[src/logic/dbs_pkg.sv]
// Purpose : shared constants and types for the burst-of-four ddr sram port
// Assumes : x18 data path, two byte lanes of nine bits
// Notes   : link timing counts are in ref_clk edges on the controller side
package dbs_pkg;

    localparam int DBS_DW        = 18;   // data bits per beat
    localparam int DBS_LANE_W    = 9;    // bits per byte lane
    localparam int DBS_LANES     = 2;    // byte strobes per beat
    localparam int DBS_BEATS     = 4;    // fixed burst length
    localparam int DBS_AW        = 21;   // word address width
    localparam int DBS_DIV_W     = 2;    // k half period is two ref_clk periods
    localparam int DBS_SYNC_W    = 2;    // flops in an input synchroniser
    // ref_clk edge counts measured from the command launch edge
    localparam int DBS_CMD_HOLD  = 4;    // select stays low for one k period
    localparam int DBS_WR_BEAT0  = 4;    // first write beat launch
    localparam int DBS_WR_DONE   = 12;   // last write beat released
    localparam int DBS_RD_CAP0   = 10;   // first read beat capture
    localparam int DBS_RD_DONE   = 16;   // last read beat capture
    localparam int DBS_CNT_W     = 5;

    typedef logic [DBS_DW-1:0]    dbs_word_t;
    typedef logic [DBS_LANES-1:0] dbs_strb_t;

    typedef enum logic [1:0] {
        DBS_RUN,
        DBS_DRAIN,
        DBS_HALT
    } dbs_clk_state_e;

endpackage : dbs_pkg

[src/logic/dbs_link_if.sv]
// Purpose : pins between the memory controller and the burst sram
// Assumes : read data enable is resolved by whoever looks at the wire
// Notes   : no clocking block; both ends are plain logic
`timescale 1ns/10ps
interface dbs_link_if #(parameter int AW = dbs_pkg::DBS_AW);
    logic                    k_clk;            // input clock, k# is its inverse
    logic                    c_clk;            // output clock, c# is its inverse
    logic                    rd_n;             // read select
    logic                    wr_n;             // write select
    logic [AW-1:0]           addr;             // burst base address
    logic [dbs_pkg::DBS_DW-1:0] d;             // write data beat
    logic                    byte_strobe_lo_n; // writes bits 0..8
    logic                    byte_strobe_hi_n; // writes bits 9..17
    logic [dbs_pkg::DBS_DW-1:0] q;             // read data beat
    logic                    q_oe;             // read data driven

    modport ctrl (
        output k_clk, c_clk, rd_n, wr_n, addr, d, byte_strobe_lo_n, byte_strobe_hi_n,
        input  q, q_oe
    );
    modport mem (
        input  k_clk, c_clk, rd_n, wr_n, addr, d, byte_strobe_lo_n, byte_strobe_hi_n,
        output q, q_oe
    );
endinterface : dbs_link_if

[src/logic/dbs_sync2.sv]
// Purpose : two flop synchroniser for a bus sampled on ref_clk
// Assumes : the bus is stable for several ref_clk periods around use
// Notes   : first stage is read by the second stage only
`timescale 1ns/10ps
module dbs_sync2 #(
    parameter int W = 1
) (
    input  wire logic         clk,
    input  wire logic [W-1:0] din,
    output logic      [W-1:0] dout
);
    logic [W-1:0] meta_r;

    // plain double flop, no reset needed on a data path
    always_ff @(posedge clk) begin
        meta_r <= din;
        dout   <= meta_r;
    end
endmodule : dbs_sync2

[src/logic/dbs_sram_ctl.sv]
// Purpose : memory controller end, issues bursts and makes the k clock
// Assumes : ref_clk at 200 MHz, k runs at a quarter of it
// Notes   : one burst of each type in flight; spacing wider than the minimum
`timescale 1ns/10ps
module dbs_sram_ctl #(
    parameter int AW = dbs_pkg::DBS_AW
) (
    input  wire logic                                     ref_clk,
    input  wire logic                                     sys_rst,
    input  wire logic                                     c_tied,
    input  wire logic                                     cmd_valid,
    input  wire logic                                     cmd_write,
    input  wire logic [AW-1:0]                            cmd_addr,
    input  wire logic [dbs_pkg::DBS_BEATS*dbs_pkg::DBS_DW-1:0] cmd_wdata,
    input  wire logic [dbs_pkg::DBS_BEATS*dbs_pkg::DBS_LANES-1:0] cmd_strobe_n,
    output logic                                          cmd_ready,
    output logic                                          rsp_valid,
    output logic [dbs_pkg::DBS_BEATS*dbs_pkg::DBS_DW-1:0] rsp_rdata,
    input  wire logic                                     stop_req,
    output logic                                          stopped,
    dbs_link_if.ctrl                                      lnk
);
    import dbs_pkg::*;

    logic [DBS_DIV_W-1:0] div_r;
    logic [DBS_CNT_W-1:0] rcnt_r, wcnt_r;
    logic                 k_r, c_r, rd_n_r, wr_n_r, bl_r, bh_r, rsp_valid_r;
    logic [AW-1:0]        addr_r;
    dbs_word_t            d_r;
    logic [DBS_BEATS*DBS_DW-1:0]    wbuf_r, rbuf_r;
    logic [DBS_BEATS*DBS_LANES-1:0] wstb_r;
    dbs_clk_state_e       cst_r;
    logic                 launch, idle, go;
    logic [DBS_DIV_W-1:0] div_nxt;
    logic [DBS_DW:0]      rx_sync;
    logic [DBS_CNT_W-1:0] rb, wb;

    ////////////////////////////////////////////////////////////////////////
    // launch only mid low half so selects settle before the k rise
    assign launch    = (div_r == '0) && (cst_r == DBS_RUN);
    assign idle      = (rcnt_r == '0) && (wcnt_r == '0);
    // a read one k cycle behind a write would fetch before that write
    // commits and miss the forward path, so hold it back one k cycle
    assign cmd_ready = launch && !sys_rst && !stop_req
                       && (cmd_write ? (wcnt_r == '0)
                                     : (rcnt_r == '0
                                        && wcnt_r != DBS_CNT_W'(DBS_WR_BEAT0)));
    assign go        = cmd_valid && cmd_ready;
    assign div_nxt   = div_r + 1'b1;
    assign rb        = rcnt_r - DBS_CNT_W'(DBS_RD_CAP0);
    assign wb        = wcnt_r - DBS_CNT_W'(DBS_WR_BEAT0);
    assign lnk.k_clk = k_r;
    assign lnk.c_clk = c_r;
    assign lnk.rd_n  = rd_n_r;
    assign lnk.wr_n  = wr_n_r;
    assign lnk.addr  = addr_r;
    assign lnk.d     = d_r;
    assign lnk.byte_strobe_lo_n = bl_r;
    assign lnk.byte_strobe_hi_n = bh_r;
    assign rsp_valid = rsp_valid_r;
    assign rsp_rdata = rbuf_r;
    assign stopped   = (cst_r == DBS_HALT);

    ////////////////////////////////////////////////////////////////////////
    // clock divider and stop handling; bursts finish before k halts
    always_ff @(posedge ref_clk) begin
        if (sys_rst) begin
            cst_r <= DBS_RUN;
            div_r <= '0;
            k_r   <= 1'b0;
            c_r   <= c_tied;
        end else begin
            // halt on the last phase so the divider freezes at zero, k low
            unique case (cst_r)
                DBS_RUN:   if (stop_req && div_r == '0 && !go) cst_r <= DBS_DRAIN;
                DBS_DRAIN: if (idle && div_r == '1) cst_r <= DBS_HALT;
                DBS_HALT:  if (!stop_req && div_r == '0) cst_r <= DBS_RUN;
            endcase
            if (cst_r != DBS_HALT) div_r <= div_nxt;
            k_r <= (cst_r != DBS_HALT) ? div_nxt[DBS_DIV_W-1] : k_r;
            c_r <= c_tied | ((cst_r != DBS_HALT) ? div_nxt[DBS_DIV_W-1] : k_r);
        end
    end

    ////////////////////////////////////////////////////////////////////////
    // command and write beat launch; strobes high outside write beats
    always_ff @(posedge ref_clk) begin
        if (sys_rst) begin
            rd_n_r <= 1'b1;
            wr_n_r <= 1'b1;
            addr_r <= '0;
            d_r    <= '0;
            bl_r   <= 1'b1;
            bh_r   <= 1'b1;
            wbuf_r <= '0;
            wstb_r <= '1;
        end else begin
            if (go) begin
                rd_n_r <= cmd_write;
                wr_n_r <= !cmd_write;
                addr_r <= cmd_addr;
                if (cmd_write) begin
                    wbuf_r <= cmd_wdata;
                    wstb_r <= cmd_strobe_n;
                end
            end else if (rcnt_r == DBS_CNT_W'(DBS_CMD_HOLD) ||
                         wcnt_r == DBS_CNT_W'(DBS_CMD_HOLD)) begin
                rd_n_r <= 1'b1;
                wr_n_r <= 1'b1;
            end
            if (wcnt_r >= DBS_CNT_W'(DBS_WR_BEAT0) && wcnt_r < DBS_CNT_W'(DBS_WR_DONE)
                && !wcnt_r[0]) begin
                d_r  <= wbuf_r[wb[DBS_CNT_W-1:1]*DBS_DW +: DBS_DW];
                bl_r <= wstb_r[wb[DBS_CNT_W-1:1]*DBS_LANES];
                bh_r <= wstb_r[wb[DBS_CNT_W-1:1]*DBS_LANES + 1];
            end else if (wcnt_r == DBS_CNT_W'(DBS_WR_DONE)) begin
                bl_r <= 1'b1;
                bh_r <= 1'b1;
            end
        end
    end

    ////////////////////////////////////////////////////////////////////////
    // burst counters; one of each type in flight keeps spacing legal
    always_ff @(posedge ref_clk) begin
        if (sys_rst) begin
            rcnt_r <= '0;
            wcnt_r <= '0;
        end else begin
            if (go && !cmd_write) rcnt_r <= DBS_CNT_W'(1);
            else if (rcnt_r == DBS_CNT_W'(DBS_RD_DONE)) rcnt_r <= '0;
            else if (rcnt_r != '0) rcnt_r <= rcnt_r + 1'b1;
            if (go && cmd_write) wcnt_r <= DBS_CNT_W'(1);
            else if (wcnt_r == DBS_CNT_W'(DBS_WR_DONE)) wcnt_r <= '0;
            else if (wcnt_r != '0) wcnt_r <= wcnt_r + 1'b1;
        end
    end

    ////////////////////////////////////////////////////////////////////////
    // read data crosses through two flops before capture
    dbs_sync2 #(.W(DBS_DW + 1)) u_rx_sync (
        .clk  (ref_clk),
        .din  ({lnk.q_oe, lnk.q}),
        .dout (rx_sync)
    );

    always_ff @(posedge ref_clk) begin
        if (sys_rst) begin
            rbuf_r      <= '0;
            rsp_valid_r <= 1'b0;
        end else begin
            if (rcnt_r >= DBS_CNT_W'(DBS_RD_CAP0) && rcnt_r <= DBS_CNT_W'(DBS_RD_DONE)
                && !rcnt_r[0])
                rbuf_r[rb[DBS_CNT_W-1:1]*DBS_DW +: DBS_DW] <= rx_sync[DBS_DW-1:0];
            rsp_valid_r <= (rcnt_r == DBS_CNT_W'(DBS_RD_DONE));
        end
    end
endmodule : dbs_sram_ctl

[src/flat_wrapper.sv]
// flat-port wrapper written by rule: the top's interface ports become plain ports
module dbs_sram_ctl_flat import dbs_pkg::*;
#(
    parameter int AW = dbs_pkg::DBS_AW
)
  (ref_clk, sys_rst, c_tied, cmd_valid, cmd_write, cmd_addr, cmd_wdata, cmd_strobe_n, cmd_ready, rsp_valid, rsp_rdata, stop_req, stopped, lnk_k_clk, lnk_c_clk, lnk_rd_n, lnk_wr_n, lnk_addr, lnk_d, lnk_byte_strobe_lo_n, lnk_byte_strobe_hi_n, lnk_q, lnk_q_oe);
  dbs_link_if #(.AW(AW)) lnk_i ();
  input  wire logic ref_clk;
  input  wire logic sys_rst;
  input  wire logic c_tied;
  input  wire logic cmd_valid;
  input  wire logic cmd_write;
  input  wire logic [AW-1:0] cmd_addr;
  input  wire logic [dbs_pkg::DBS_BEATS*dbs_pkg::DBS_DW-1:0] cmd_wdata;
  input  wire logic [dbs_pkg::DBS_BEATS*dbs_pkg::DBS_LANES-1:0] cmd_strobe_n;
  output logic cmd_ready;
  output logic rsp_valid;
  output logic [dbs_pkg::DBS_BEATS*dbs_pkg::DBS_DW-1:0] rsp_rdata;
  input  wire logic stop_req;
  output logic stopped;
  output wire logic [$bits(lnk_i.k_clk)-1:0] lnk_k_clk;
  output wire logic [$bits(lnk_i.c_clk)-1:0] lnk_c_clk;
  output wire logic [$bits(lnk_i.rd_n)-1:0] lnk_rd_n;
  output wire logic [$bits(lnk_i.wr_n)-1:0] lnk_wr_n;
  output wire logic [$bits(lnk_i.addr)-1:0] lnk_addr;
  output wire logic [$bits(lnk_i.d)-1:0] lnk_d;
  output wire logic [$bits(lnk_i.byte_strobe_lo_n)-1:0] lnk_byte_strobe_lo_n;
  output wire logic [$bits(lnk_i.byte_strobe_hi_n)-1:0] lnk_byte_strobe_hi_n;
  input wire logic [$bits(lnk_i.q)-1:0] lnk_q;
  input wire logic [$bits(lnk_i.q_oe)-1:0] lnk_q_oe;
  assign lnk_k_clk = lnk_i.k_clk;
  assign lnk_c_clk = lnk_i.c_clk;
  assign lnk_rd_n = lnk_i.rd_n;
  assign lnk_wr_n = lnk_i.wr_n;
  assign lnk_addr = lnk_i.addr;
  assign lnk_d = lnk_i.d;
  assign lnk_byte_strobe_lo_n = lnk_i.byte_strobe_lo_n;
  assign lnk_byte_strobe_hi_n = lnk_i.byte_strobe_hi_n;
  assign lnk_i.q = lnk_q;
  assign lnk_i.q_oe = lnk_q_oe;
  dbs_sram_ctl #(.AW(AW)) u_core (.ref_clk(ref_clk), .sys_rst(sys_rst), .c_tied(c_tied), .cmd_valid(cmd_valid), .cmd_write(cmd_write), .cmd_addr(cmd_addr), .cmd_wdata(cmd_wdata), .cmd_strobe_n(cmd_strobe_n), .cmd_ready(cmd_ready), .rsp_valid(rsp_valid), .rsp_rdata(rsp_rdata), .stop_req(stop_req), .stopped(stopped), .lnk(lnk_i));
endmodule
[config.mk]
export PLATFORM = sky130hd
export DESIGN_NAME = dbs_sram_ctl_flat
export DESIGN_NICKNAME = d
export VERILOG_FILES = /design/src/logic/dbs_pkg.sv /design/src/logic/dbs_link_if.sv /design/src/logic/dbs_sync2.sv /design/src/logic/dbs_sram_ctl.sv /design/src/flat_wrapper.sv
export SDC_FILE = /design/constraint.sdc
export NUM_CORES = 1
export LEC_CHECK = 0
export ABC_CLOCK_PERIOD_IN_PS = 10000
export BUFFER_PORTS_ARGS = -buffer_cell sky130_fd_sc_hd__clkbuf_2
export CORE_ASPECT_RATIO = 1.75
export CORE_UTILIZATION = 45
export CTS_CLUSTER_SIZE = 10
export DETAILED_ROUTE_END_ITERATION = 12
export PLACE_DENSITY = 0.73
export SETUP_SLACK_MARGIN = 0.3
export SYNTH_ARGS = -nofsm -noshare
export SYNTH_HDL_FRONTEND = slang
export SYNTH_SLANG_ARGS = --single-unit
[constraint.sdc]
create_clock -name ref_clk -period 10 [get_ports ref_clk]
set_input_delay 0.5 -clock ref_clk [delete_from_list [all_inputs] [get_ports ref_clk]]
set_output_delay 0.5 -clock ref_clk [all_outputs]
set_load 0.01 [all_outputs]
==> reports/qor.yml <==
layout_commonest_cell: "nand2_1"
worstPathArrival_ns: 6.66
final_core_util_pct: 54.0
antenna_found_initial: 0
fin_area_um2: 14800
yosysUniqueCellTypes: 86
cap_viol_max_count: 0
cts_hold_buf: 0
yosysSeqAreaShare_pct: 39.3
critPathSlowestCell: "o22ai_1"
critical_path_buf_inv_count: 5
final_antenna_net_count: 0
post-route-min-period_ns: 6.19
synth-seq-cells: 248
tritoncts: "built"
grt_pass1_vias: 11600
clock_latency_ns: 0.55
nNetsFinal: 1792
h-tree-depth: 1
cp-end-kind: "register"
cts_resized: 0
wire_per_inst_um: 21.1
layout-drive-gt1-share_pct: 24.1
rows: 80
cts_buffers: 29
die_x_um: 129
mostFrequentLayoutCells: "nand2_1 (259), dfxtp_1 (246), clkbuf_2 (243)"
crit_chain: "clkinv_1, ha_2, xor2_2, buf_4, inv_2, ha_1, or3_1, nor3_2, nand2_1, ha_1, buf_4, inv_1, a21oi_1, o21ai_0, o22ai_1, o211ai_1, a21oi_1"
crit_type: "register to register"
grt_max_degree: 82
grt_util_met2_pct: 52.0
synth_compound_area_share_pct: 16.9
hp-class: "primary input to register"
synth_top_family_by_area: "simple AND/OR/NAND/NOR gates"
tightest_slew_ns: 1.18
fmax_ghz: 0.162
synth_ff_type: "dfxtp_1"
die-area_um2: 28800
ys_async_sr_fraction_pct: 0
synth_edf_count: 0
grtUsageTotal_pct: 28.9
hpwlAfterDp_mm: 30.8
cts.sinks: 248
initial_core_util_pct: 46.1
grt_overflow: 0
die_h_um: 224
required_ns: 10.48
finalSetupViolations: 0
cts_setup_buffers: 0
ios: 246
core_um2: 27400
antenna_cells: 0
routed_wl_mm: 42.4
min_period_over_period_pct: 61.9
path_delay_family: "buffers and inverters"
syn_area_per_cell_um2: 8.67
place_area_um2: 14000
fillerInstances: 2517
yosys_warnings: 0
use_met3_pct: 4.59
ir_drop_uv: 187
first_pass_iters: 6
drc: 0
port_buffers: 244
finClkSkew_ns: 0.0149
tns_ns: 0
syn2layout_area_growth_pct: 17.3
synth_cells: 1458
cpPeakStageDelay_ns: 0.55
synth_simple_gate_area_share_pct: 21.7
met1_usage_pct: 30.3
synth.cell_area_um2: 12600
hold_viol: 0
grt_pass1_wl_mm: 64.0
routed_via_density: 5.96
yosys.area_share.adder_pct: 2.18
status: "finished, final reports clean"
power_uw: 2890
vias: 12000
busiest_layer: "met2"
synth_xor_area_share_pct: 2.22
synth.area.mux_share_pct: 13.6
drtIter0Drc: 917
start_kind: "register"
clockBufferDepth: 3
slew_viol_final: 0
power.leakage_uw: 0.00573
syn-num-nets: 1606
place_congestion: 1.04
path_max_fanout: 33
path_clk_slew_ns: 0.05
powerDensity_nw_per_um2: 195
slew_headroom_pct: 21.2
cts-root-buf: "clkbuf_16"
rsz0062_at_grt: "no"
[state kept, by name, summed over array words and instances, names as in the netlist]
name	cells
u_core.lnk.byte_strobe_lo_n	1
u_core.rsp_valid	1
u_core.wstb_r	8
u_core.lnk.wr_n	1
u_core.lnk.k_clk	1
u_core.rsp_rdata	72
u_core.lnk.d	18
u_core.lnk.c_clk	1
u_core.u_rx_sync.meta_r	18
u_core.wcnt_r	5
u_core.wbuf_r	72
u_core.lnk.addr	21
u_core.lnk.byte_strobe_hi_n	1
u_core.lnk.rd_n	1
u_core.cst_r	2
u_core.div_r	2
u_core.rcnt_r	5
u_core.u_rx_sync.dout	18
[area by class of cell]
class                   count  area [um2]  area share (%)
multi-input cells        1079        7160            48.3
clock inverters             3        47.5           0.321
well taps                 369         462            3.12
flip-flops and latches    248        4970            33.5
inverters                  22        82.6           0.557
repair buffers            264        1370            9.27
clock buffers              29         726            4.90
[power by group]
part	total [uW]	leakage (uW)	internal [uW]	switching (uW)
Combinational	915	0.00333	296	619
Sequential	1060	0.00202	1030	35.9
Clock	908	0.000381	534	374
[cell usage after synthesis, types with 6 or more instances]
cell type	instances	area, um2
nor3_1	66	330
nor2_1	92	345
o22ai_1	14	87.6
buf_1	9	33.8
a211oi_1	11	82.6
dfxtp_1	248	4960
a21o_1	6	45.0
inv_1	17	63.8
mux2_2	24	270
xor2_1	6	52.6
nand2b_1	14	87.6
or2_2	6	37.5
xnor2_1	8	70.1
nand2_1	259	972
nor2b_1	22	138
buf_2	27	135
a21oi_1	144	721
o211ai_1	7	52.6
nand4_1	13	81.3
or3_1	11	68.8
nor4_1	20	125
a22oi_1	25	188
o31ai_1	12	90.1
o32ai_1	9	78.8
clkbuf_1	69	259
nand3b_1	7	52.6
nand3_1	31	155
ha_1	22	275
and3_1	10	62.6
o21ai_0	36	180
mux2i_1	62	621
a31oi_1	9	56.3
mux4_2	36	811
[per-stage QoR]
stage,worst slack (ns),hold slack (ns),std cells
after floorplan,4.84,0.310,1458
after global placement,4.13,0.310,1982
after detailed placement,4.05,0.312,1982
after CTS,4.01,0.0326,2014
after global routing,3.55,0.0293,2014
final,3.81,0.0490,2014
[cells by family (layout without fill, tap and decap cells)]
family          after synthesis  in the layout
simple gates                581            581
compound gates              332            332
flops                       248            248
buf+inv                     131            318
mux                         123            123
fa+ha+maj                    22             22
xor+xnor                     21             21
[worst paths after layout]
kind,slack (ns),cells past startpoint,end,from
max reg2reg,3.81,17,u_core.rsp_rdata[37],u_core.rcnt_r[1]
max,3.81,17,u_core.rsp_rdata[37],u_core.rcnt_r[1]
min reg2reg,0.32,0,u_core.u_rx_sync.dout[4],u_core.u_rx_sync.meta_r[4]
min,0.05,1,u_core.u_rx_sync.meta_r[10],lnk_q[10]
[worst reg2reg max path, stage by stage, from the launching register on]
cell	delay, ns
dfxtp_2	0.33
clkinv_1	0.38
ha_2	0.45
xor2_2	0.16
buf_4	0.25
inv_2	0.48
ha_1	0.52
or3_1	0.46
nor3_2	0.29
nand2_1	0.12
ha_1	0.37
buf_4	0.36
inv_1	0.38
a21oi_1	0.41
o21ai_0	0.25
o22ai_1	0.55
o211ai_1	0.18
a21oi_1	0.17
[metal layers]
layer  part of all wire (%)  wire, um
met1                     35     14900
met2                     51     21600
met3                    6.3      2660
met4                    7.6      3210
met5                      0         0
Note: power is estimated with default switching activity, not from simulation.
